## src/pboo_cfg.svh

```systemverilog
`ifndef PBOO_CFG_SVH
`define PBOO_CFG_SVH

// Clock rate and the length of one timebase tick.
`define PBOO_CLK_HZ 20000000
`define PBOO_TICK_MS 1
`define PBOO_MS_CYC ((`PBOO_CLK_HZ / 1000) * `PBOO_TICK_MS)

// Intervals in milliseconds.
`define PBOO_ON_DB_MS 32
`define PBOO_OFF_DB_MS 32
`define PBOO_REL_DB_MS 32
`define PBOO_BLANK_MS 512
`define PBOO_SHUT_MS 1024
`define PBOO_LOCK_MS 256

// Shortest power-cut low that is acted upon, rounded up to whole cycles.
`define PBOO_KILL_PW_US 30
`define PBOO_KILL_CYC ((`PBOO_KILL_PW_US * (`PBOO_CLK_HZ / 1000) + 999) / 1000)

// Counter widths.
`define PBOO_MS_W 17
`define PBOO_DIV_W 15
`define PBOO_KCNT_W 10
`define PBOO_EXT_W 16

`endif

```

## src/pboo_pkg.sv

```systemverilog
`include "pboo_cfg.svh"

package pboo_pkg;

  typedef enum logic [3:0] {
    S_IDLE,
    S_ON_DB,
    S_BLANK,
    S_ON_REL,
    S_RUN,
    S_OFF_DB,
    S_SHUT,
    S_LOCK,
    S_OFF_REL
  } pboo_state_t;

  typedef struct packed {
    pboo_state_t state;
    logic [2:0] pb_sync;
    logic [2:0] kill_sync;
    logic pb_lvl;
    logic pb_prev;
    logic kill_lvl;
    logic [`PBOO_KCNT_W-1:0] kill_cnt;
    logic kill_act;
    logic [`PBOO_DIV_W-1:0] div_cnt;
    logic tick;
    logic [`PBOO_MS_W-1:0] ms_cnt;
    logic on;
    logic en_pin;
    logic int_n;
  } pboo_regs_t;

endpackage

```

## src/pboo_sequencer.sv

```systemverilog
`timescale 1ns/10ps
`include "pboo_cfg.svh"

module pboo_sequencer import pboo_pkg::*; #(
  parameter bit EN_ACTIVE_HIGH = 1'b1,
  parameter int unsigned MS_CYCLES = `PBOO_MS_CYC
) (
  input wire logic clk_i,
  input wire logic sys_rst_i,
  input wire logic pushbutton_n_i,
  input wire logic kill_n_i,
  input wire logic [`PBOO_EXT_W-1:0] on_time_extend_i,
  input wire logic [`PBOO_EXT_W-1:0] off_time_extend_i,
  output logic supply_en_o,
  output logic shutdown_req_n_o
);

  // Enable pin levels; the two build variants differ only here.
  localparam logic EN_ON = EN_ACTIVE_HIGH;
  localparam logic EN_OFF = ~EN_ACTIVE_HIGH;
  localparam logic [`PBOO_DIV_W-1:0] DIV_LAST = `PBOO_DIV_W'(MS_CYCLES - 1);
  localparam logic [`PBOO_KCNT_W-1:0] KILL_CYC = `PBOO_KCNT_W'(`PBOO_KILL_CYC);
  // Interval limits, counted in timebase ticks.
  localparam logic [`PBOO_MS_W-1:0] BLANK_MS = `PBOO_MS_W'(`PBOO_BLANK_MS);
  localparam logic [`PBOO_MS_W-1:0] SHUT_MS = `PBOO_MS_W'(`PBOO_SHUT_MS);
  localparam logic [`PBOO_MS_W-1:0] LOCK_MS = `PBOO_MS_W'(`PBOO_LOCK_MS);
  localparam logic [`PBOO_MS_W-1:0] REL_MS = `PBOO_MS_W'(`PBOO_REL_DB_MS);

  pboo_regs_t st;
  pboo_regs_t next_st;
  logic [`PBOO_MS_W-1:0] on_lim;
  logic [`PBOO_MS_W-1:0] off_lim;

  // The extension inputs give extra milliseconds on top of the fixed debounce.
  assign on_lim = `PBOO_MS_W'(`PBOO_ON_DB_MS) + `PBOO_MS_W'(on_time_extend_i);
  assign off_lim = `PBOO_MS_W'(`PBOO_OFF_DB_MS) + `PBOO_MS_W'(off_time_extend_i);

  // ---------------------------------------------------------------
  // Next-state logic
  // ---------------------------------------------------------------
  always_comb begin
    logic restart;
    logic cut_off;
    restart = 1'b0;
    cut_off = 1'b0;
    next_st = st;
    next_st.pb_sync = {st.pb_sync[1:0], pushbutton_n_i};
    next_st.kill_sync = {st.kill_sync[1:0], kill_n_i};
    if (st.pb_sync[1] == st.pb_sync[2]) begin
      next_st.pb_lvl = st.pb_sync[2];
    end
    if (st.kill_sync[1] == st.kill_sync[2]) begin
      next_st.kill_lvl = st.kill_sync[2];
    end
    next_st.pb_prev = st.pb_lvl;
    // A power-cut low counts only once it has lasted the full pulse width.
    if (st.kill_lvl) begin
      next_st.kill_cnt = '0;
      next_st.kill_act = 1'b0;
    end else if (st.kill_cnt != KILL_CYC) begin
      next_st.kill_cnt = st.kill_cnt + 1'b1;
    end else begin
      next_st.kill_act = 1'b1;
    end
    // One millisecond timebase feeds every interval.
    next_st.tick = 1'b0;
    if (st.div_cnt == DIV_LAST) begin
      next_st.div_cnt = '0;
      next_st.tick = 1'b1;
    end else begin
      next_st.div_cnt = st.div_cnt + 1'b1;
    end
    if (st.tick) begin
      next_st.ms_cnt = st.ms_cnt + 1'b1;
    end
    unique case (st.state)
      S_IDLE: begin
        if (st.pb_prev && !st.pb_lvl) begin
          next_st.state = S_ON_DB;
          restart = 1'b1;
        end
      end
      // Turn-on qualification; any release goes back to idle.
      S_ON_DB: begin
        if (st.pb_lvl) begin
          next_st.state = S_IDLE;
        end else if (st.ms_cnt >= on_lim) begin
          next_st.on = 1'b1;
          next_st.state = S_BLANK;
          restart = 1'b1;
        end
      end
      S_BLANK: begin
        // Neither input is looked at until the window has run out.
        if (st.ms_cnt >= BLANK_MS) begin
          restart = 1'b1;
          if (!st.kill_lvl) begin
            cut_off = 1'b1;
          end else begin
            next_st.state = S_ON_REL;
          end
        end
      end
      // Power is up; the button must stay released before run.
      S_ON_REL: begin
        if (st.kill_act) begin
          cut_off = 1'b1;
          restart = 1'b1;
        end else if (!st.pb_lvl) begin
          restart = 1'b1;
        end else if (st.ms_cnt >= REL_MS) begin
          next_st.state = S_RUN;
        end
      end
      S_RUN: begin
        if (st.kill_act) begin
          cut_off = 1'b1;
          restart = 1'b1;
        end else if (!st.pb_lvl) begin
          next_st.state = S_OFF_DB;
          restart = 1'b1;
        end
      end
      // Turn-off qualification; a release returns to run.
      S_OFF_DB: begin
        if (st.kill_act) begin
          cut_off = 1'b1;
          restart = 1'b1;
        end else if (st.pb_lvl) begin
          next_st.state = S_RUN;
        end else if (st.ms_cnt >= off_lim) begin
          next_st.int_n = 1'b0;
          next_st.state = S_SHUT;
          restart = 1'b1;
        end
      end
      // Housekeeping window; a power-cut ends it early.
      S_SHUT: begin
        if (st.kill_act) begin
          cut_off = 1'b1;
          restart = 1'b1;
        end else if (st.ms_cnt >= SHUT_MS) begin
          next_st.on = 1'b0;
          next_st.int_n = 1'b1;
          next_st.state = S_OFF_REL;
          restart = 1'b1;
        end
      end
      // Converter decay time; the pushbutton is not looked at.
      S_LOCK: begin
        if (st.ms_cnt >= LOCK_MS) begin
          next_st.state = S_OFF_REL;
          restart = 1'b1;
        end
      end
      // A held button must be let go before idle can rearm.
      S_OFF_REL: begin
        if (!st.pb_lvl) begin
          restart = 1'b1;
        end else if (st.ms_cnt >= REL_MS) begin
          next_st.state = S_IDLE;
        end
      end
    endcase
    // A power-cut always lands in lockout with the request released.
    if (cut_off) begin
      next_st.on = 1'b0;
      next_st.int_n = 1'b1;
      next_st.state = S_LOCK;
    end
    // Every state change that starts an interval clears the timebase.
    if (restart) begin
      next_st.div_cnt = '0;
      next_st.tick = 1'b0;
      next_st.ms_cnt = '0;
    end
    // The pin level is registered so that the output never glitches.
    next_st.en_pin = next_st.on ? EN_ON : EN_OFF;
  end

  // ---------------------------------------------------------------
  // State register
  // ---------------------------------------------------------------
  always_ff @(posedge clk_i or posedge sys_rst_i) begin
    if (sys_rst_i) begin
      st <= '0;
      st.state <= S_IDLE;
      st.pb_sync <= 3'h7;
      st.kill_sync <= 3'h7;
      st.pb_lvl <= 1'b1;
      st.pb_prev <= 1'b1;
      st.kill_lvl <= 1'b1;
      st.on <= 1'b0;
      st.en_pin <= EN_OFF;
      st.int_n <= 1'b1;
    end else begin
      st <= next_st;
    end
  end

  // Both outputs come straight from the state register.
  assign supply_en_o = st.en_pin;
  assign shutdown_req_n_o = st.int_n;

  // ---------------------------------------------------------------
  // Assertions
  // ---------------------------------------------------------------
  a_on_qualified: assert property (@(posedge clk_i) disable iff (sys_rst_i)
    $rose(st.on) |-> $past(st.state) == S_ON_DB && $past(st.ms_cnt) >= $past(on_lim) && !$past(st.pb_lvl))
    else $error("enable asserted without a qualified press");
  a_blank_start: assert property (@(posedge clk_i) disable iff (sys_rst_i)
    $rose(st.on) |-> st.state == S_BLANK && st.ms_cnt == '0)
    else $error("blanking did not start with enable");
  a_blank_hold: assert property (@(posedge clk_i) disable iff (sys_rst_i)
    st.state == S_BLANK && st.ms_cnt < BLANK_MS |=> st.on && st.int_n)
    else $error("enable changed inside blanking");
  a_abort_power: assert property (@(posedge clk_i) disable iff (sys_rst_i)
    st.state == S_BLANK && st.ms_cnt >= BLANK_MS && !st.kill_lvl |=> !st.on ##1 supply_en_o == EN_OFF)
    else $error("power-on not aborted");
  a_int_cause: assert property (@(posedge clk_i) disable iff (sys_rst_i)
    $fell(st.int_n) |-> $past(st.state) == S_OFF_DB && $past(st.ms_cnt) >= $past(off_lim))
    else $error("shutdown request without qualified press");
  a_shut_bound: assert property (@(posedge clk_i) disable iff (sys_rst_i)
    st.state == S_SHUT |-> st.on && !st.int_n && st.ms_cnt <= SHUT_MS)
    else $error("shutdown window overran");
  a_kill_cut: assert property (@(posedge clk_i) disable iff (sys_rst_i)
    st.kill_act && st.state inside {S_ON_REL, S_RUN, S_OFF_DB, S_SHUT} |=> !st.on && st.state == S_LOCK)
    else $error("power-cut did not drop enable");
  a_kill_width: assert property (@(posedge clk_i) disable iff (sys_rst_i)
    $rose(st.kill_act) |-> $past(st.kill_cnt) == KILL_CYC && !$past(st.kill_lvl))
    else $error("short power-cut pulse accepted");
  a_lock_ignore: assert property (@(posedge clk_i) disable iff (sys_rst_i)
    st.state == S_LOCK && st.ms_cnt < LOCK_MS |=> st.state == S_LOCK && !st.on)
    else $error("lockout left early");
  a_int_release: assert property (@(posedge clk_i) disable iff (sys_rst_i)
    !st.on |-> st.int_n)
    else $error("shutdown request held while off");
  a_en_polarity: assert property (@(posedge clk_i) disable iff (sys_rst_i)
    ##1 supply_en_o == (st.on ? EN_ON : EN_OFF))
    else $error("enable pin level mismatches state");

  // Checks on the qualification, release, shutdown-window and timebase paths.
  a_off_idle: assert property (@(posedge clk_i) disable iff (sys_rst_i)
    st.state inside {S_IDLE, S_ON_DB} |-> !st.on && supply_en_o == EN_OFF)
    else $error("enable active while powered down");
  a_on_restart: assert property (@(posedge clk_i) disable iff (sys_rst_i)
    st.state == S_ON_DB && st.pb_lvl |=> st.state == S_IDLE && !st.on)
    else $error("early release did not restart turn-on");
  a_on_ext_used: assert property (@(posedge clk_i) disable iff (sys_rst_i)
    st.state == S_ON_DB && !st.pb_lvl && st.ms_cnt < on_lim |=> !st.on)
    else $error("enable asserted before extended turn-on time");
  a_rel_restart: assert property (@(posedge clk_i) disable iff (sys_rst_i)
    st.state == S_ON_REL && !st.pb_lvl && !st.kill_act |=> st.state == S_ON_REL && st.ms_cnt == '0)
    else $error("release debounce not restarted");
  a_off_restart: assert property (@(posedge clk_i) disable iff (sys_rst_i)
    st.state == S_OFF_DB && st.pb_lvl && !st.kill_act |=> st.state == S_RUN && st.int_n)
    else $error("early release did not restart turn-off");
  a_off_ext_used: assert property (@(posedge clk_i) disable iff (sys_rst_i)
    st.state == S_OFF_DB && st.ms_cnt < off_lim |=> st.int_n)
    else $error("shutdown request before extended turn-off time");
  a_shut_expire: assert property (@(posedge clk_i) disable iff (sys_rst_i)
    st.state == S_SHUT && st.ms_cnt >= SHUT_MS && !st.kill_act |=> !st.on && st.int_n && st.state == S_OFF_REL)
    else $error("enable not dropped at end of shutdown window");
  a_idle_edge: assert property (@(posedge clk_i) disable iff (sys_rst_i)
    st.state == S_IDLE && !(st.pb_prev && !st.pb_lvl) |=> st.state == S_IDLE)
    else $error("idle left without a falling pushbutton edge");
  a_tick_source: assert property (@(posedge clk_i) disable iff (sys_rst_i)
    st.tick |-> $past(st.div_cnt) == DIV_LAST)
    else $error("timebase tick not from the divider");

  // ---------------------------------------------------------------
  // Coverage
  // ---------------------------------------------------------------
  c_power_on: cover property (@(posedge clk_i) disable iff (sys_rst_i)
    st.state == S_ON_REL ##1 st.state == S_RUN);
  c_abort: cover property (@(posedge clk_i) disable iff (sys_rst_i)
    st.state == S_BLANK ##1 st.state == S_LOCK);
  c_shut_kill: cover property (@(posedge clk_i) disable iff (sys_rst_i)
    st.state == S_SHUT && st.kill_act);
  c_shut_timeout: cover property (@(posedge clk_i) disable iff (sys_rst_i)
    st.state == S_SHUT ##1 st.state == S_OFF_REL);
  c_lockout_done: cover property (@(posedge clk_i) disable iff (sys_rst_i)
    st.state == S_LOCK ##1 st.state == S_OFF_REL);

endmodule // pboo_sequencer

```

## config.mk

```make
export PLATFORM = sky130hd
export DESIGN_NAME = pboo_sequencer
export DESIGN_NICKNAME = d
export VERILOG_FILES = /design/src/pboo_pkg.sv /design/src/pboo_sequencer.sv
export VERILOG_INCLUDE_DIRS = /design/src
export SDC_FILE = /design/constraint.sdc
export NUM_CORES = 1
export LEC_CHECK = 0
export BUFFER_PORTS_ARGS = -buffer_cell sky130_fd_sc_hd__buf_2
export CAP_MARGIN = 20
export CORE_MARGIN = 2
export CORE_UTILIZATION = 51
export DETAILED_ROUTE_END_ITERATION = 10
export PLACE_DENSITY = 0.69
export SYNTH_ARGS = -nofsm -noshare
export SYNTH_HDL_FRONTEND = slang
export SYNTH_SLANG_ARGS = --single-unit
export TNS_END_PERCENT = 100
```

## constraint.sdc

```tcl
create_clock -name clk_i -period 4.8 [get_ports clk_i]
set_clock_uncertainty 0.1 [all_clocks]
set_input_delay 0.96 -clock clk_i [delete_from_list [all_inputs] [get_ports clk_i]]
set_output_delay 0.96 -clock clk_i [all_outputs]
set_load 0.1 [all_outputs]
```

After elaboration in Yosys (flattened, before gate mapping):

Cells that the tools add are included.

* bits in registers: 60
* output and inout port bits: 2

* add/sub/neg operators: 5
* reductions and logical operators: 10
* order comparisons: 6
* eq/ne operators: 31
* multiplexer cells: 58

Operators with widths (number)
* $mux 4: 19
* $ne 3x3->1 const B: 16
* $pmux 4 s9: 1
* $add 6x16->17 const A: 2
* $ge 17x17->1: 2
* $mux 33: 1
* $mux 1: 29
* $add 17x1->17 const B: 1
* $ge 17x10->1 const B: 1
* $ge 17x11->1 const B: 1
* $ge 17x6->1 const B: 1
* $ge 17x9->1 const B: 1
* $mux 17: 1
* $eq 4x3->1 const B: 4
* $reduce_and 16->1: 1
* $add 15x1->15 const B: 1
* $eq 15x15->1 const B: 1
* $mux 15: 1
* $mux 11: 1
* $add 10x1->10 const B: 1
* $mux 10: 1
* $ne 10x10->1 const B: 1
* $eq 4x2->1 const B: 2
* $ne 4x4->1 const B: 2
* other kinds (14): 18

Depth between registers and ports, before layout:

* depth after elaboration: 7
* depth in mapped cells: 13
* mapped depth without buffers: 12

Least setup slack after synthesis:

OpenSTA, ideal clock, no wires.

* path type: input -> register
* start: input off_time_extend_i[7]
* end: register st[57] (netlist name)
* path slack: 1.145 ns
* setup time: 0.125 ns
* path buffers: 0
* data required time: 4.575 ns
* stages on the path: 12
* arrival time: 3.430 ns
* cells stage by stage: and3_1 and2_1 nand2_1 nor3_1 xnor2_1 ha_1 and3_1 o2111ai_1 o41ai_1 nor2_1 a211oi_2 mux2_2

* cells in the longest elaborated chain, start to end: 4

RTL lines
* start, declared: RTL line pboo_sequencer.sv:13 `` input wire logic [`PBOO_EXT_W-1:0] off_time_extend_i, ``
* $add 6x16->17 (no source line)
* $ge 17x17->1: RTL line pboo_sequencer.sv:131 `end else if (st.ms_cnt >= off_lim) begin`
* $ne 4x4->1 (no source line)
* $reduce_and 16->1 (no source line)
* end signal, assigned: RTL line pboo_sequencer.sv:197 `st <= next_st;`
* end, declared: RTL line pboo_sequencer.sv:29 `pboo_regs_t st;`

No other way between the ends.
A chain may end at the register's enable or synchronous reset.

Worst setup path in the final report:

* start: input off_time_extend_i[7]
* end: register st[59] (netlist name)

The elaborated chain is that of the path after synthesis.

==> results.cfg <==
[worst_setup_path]
startpoint = off_time_extend_i[7]
critPathLaunchType = input pin
reg2reg_to = st[59]
ff2ff_path_depth = 7
crit_path_max_fanout = 4
r2r-start = st[19]
endpoint = st[59]
critPathKind = in2reg
crit_required_ns = 4.93
arrival_ns = 4.07
end_kind = register
r2r_slack_ns = 1.87

[clock_tree]
cts.sinks = 59
cts_setup_buffers = 0
cts_resized = 0
hold_buffers = 0
clk_pin_slew_ns = 0.07
htreeDepth = 3
cts_tree = built
clockBufferDepth = 2
cts_buffers = 9
clk_latency_ns = 0.34
clock-root-buffer = clkbuf_8

[die]
std_cell_rows = 33
fp.dieW_um = 95.7
die_area_um2 = 9170
coreArea_um2 = 8180
io_pins = 38
die_y_um = 95.7
start_util_pct = 52.5

[outcome]
status = finished clean

[timing]
rsz0062_at_grt = false
fin_crit_sh_pct = 82.1
finalMaxSlewViolations = 0
tns_ns = 0
worst_pin_slew_ns = 0.740
fmax_mhz = 254
setup_ws_ns = 0.859
period_minus_slack_ns = 3.94
slew_headroom_pct = 50.6
setup-violations-final = 0
hold_violations = 0

[routing]
wirelength_um = 9090
drc = 0
wl_per_cell_um = 14.9
first_iter_violations = 186
ant_nets = 0
route.met3.wl_um = 280
wl_met2_um = 4230
avgViaCountPerCell = 5.61
highest_layer = met4
wl_met1_um = 4350
first_pass_iters = 4
num_vias = 3414

[place]
numPlacedInstances = 593
hpwl_um = 6510
dpl_worst_slack_ns = 0.533
placed_area_um2 = 4560
buffer_ports.inserted = 37
place_congestion = 0.887

[pwr]
vdd.ir_drop.worst_mv = 0.202
power.leakage_nw = 2.21
power.net_switching_mw = 0.568
p_comb_share_pct = 30.5
p_per_area_nw_per_um2 = 326
internal_power_mw = 0.984
p_clk_share_pct = 28.9
power_frac_seq_pct = 40.7
swShare_pct = 36.6

[cells_and_area]
layout_common_cells = dfrtp_1, ha_1, nor2_1
final_util_pct = 58.2
area_growth_syn_to_layout_pct = 10.8
drive_gt1_share_pct = 19.8
finalNonFillerCells = 609
num_antenna_cells = 0
design_area_um2 = 4760
final_common_cell = dfrtp_1
nNetsFinal = 576

[global_route]
grt_pass1_vias = 3207
track_usage_pct = 21.3
grt_pass1_wl_um = 15300
grt_max_degree = 60
grt-ovfl-total = 0
antenna_found_initial = 0

[synthesis]
syn-num-nets = 539
synth_ff_type = dfrtp_1
netlist_instances = 462
synth_edf_count = 0
syn_avg_cell_area_um2 = 9.29
async_reset_ff_share_pct = 100
synthDistinctLibCells = 58
synth_area_leader_cell = dfrtp_1
yosysSeqAreaShare_pct = 34.7
synth_top_area_share_pct = 28.6
syn-cell-area_um2 = 4290
yosysWarnings = 0
synth_seq_cells = 59
ys_top_cells_by_area = dfrtp_1, ha_1, xor2_1

[min_path]
hold_path_class = reg2reg

[job]
maxCapViolations = 0
worst min-delay path by stage:
stage | start | endpoint | slack (ns) | cells after the start
floorplan | next_st[51] | next_st[52] | 0.25 | 0
global placement | next_st[54] | next_st[55] | 0.25 | 0
detailed placement | next_st[51] | next_st[52] | 0.25 | 0
CTS | next_st[54] | next_st[55] | 0.25 | 0
global route | next_st[54] | next_st[55] | 0.26 | 0
finish | next_st[54] | next_st[55] | 0.25 | 0
state kept, by name (all words and copies together) (netlist names):
register and count:
st 52, next_st 5, shutdown_req_n_o 1, supply_en_o 1
cell type report:
class                      count  area, µm²
fill                         741       3420
clock inverter                 5       52.6
inverter                      24       90.1
sequential                    59       1490
multi-input combinational    366       2640
tap                          105        131
timing repair buffer          39        213
clock buffer                  11        141
synthesized netlist by cell type (4+ instances only):
master and number:
nor2_1 38, xor2_1 32, inv_1 23, ha_1 41, nand3_1 31, o21ai_0 13, and3_1 13, nor3_1 10
nand2_1 37, a21o_1 4, a21oi_1 18, xnor2_1 21, nor2b_1 7, nor4_1 9, buf_2 5, a211oi_1 4
nand4_1 13, dfstp_2 10, nor3_2 20, dfrtp_1 49
through the flow:
stage / hold slack (ns) / power (mW)
after floorplan: 0.245 / 0.979
final: 0.250 / 1.55
after global routing: 0.257 / 1.64
after CTS: 0.252 / 1.56
after global placement: 0.247 / 1.09
after detailed placement: 0.247 / 1.11
layer usage:
layer,global-route usage (%),vias to the layer above
met3,3.13,17
met2,34.4,60
met1,29.1,1605
met5,0,-
li1,-,1732
met4,8.10,0
power by group through the flow:
stage / registers (mW) / logic [mW] / clock network (mW)
2_1_floorplan: 0.575 / 0.404 / 0
3_3_place_gp: 0.635 / 0.459 / 0
3_5_place_dp: 0.638 / 0.467 / 0
4_1_cts: 0.629 / 0.471 / 0.458
5_1_grt: 0.643 / 0.521 / 0.479
6_report: 0.631 / 0.473 / 0.448
critical path: stages:
cell and delay [ns]:
buf_2 0.11, and3_1 0.19, and2_1 0.19, nand2_1 0.10
nor3_1 0.22, xnor2_1 0.10, ha_1 0.29, and3_1 0.17
o2111ai_1 0.14, o41ai_1 0.73, nor2_1 0.16, a211oi_2 0.33
mux2_2 0.38
kinds of logic after synthesis:
family          after synthesis  synth area share (%)
simple gates                204                  27.5
compound gates               63                  9.82
flops                        59                  34.7
xor+xnor                     53                  10.8
fa+ha+maj                    43                  12.4
buf+inv                      37                  3.99
mux                           3                 0.758
Note: power is estimated with default switching activity, not from simulation.
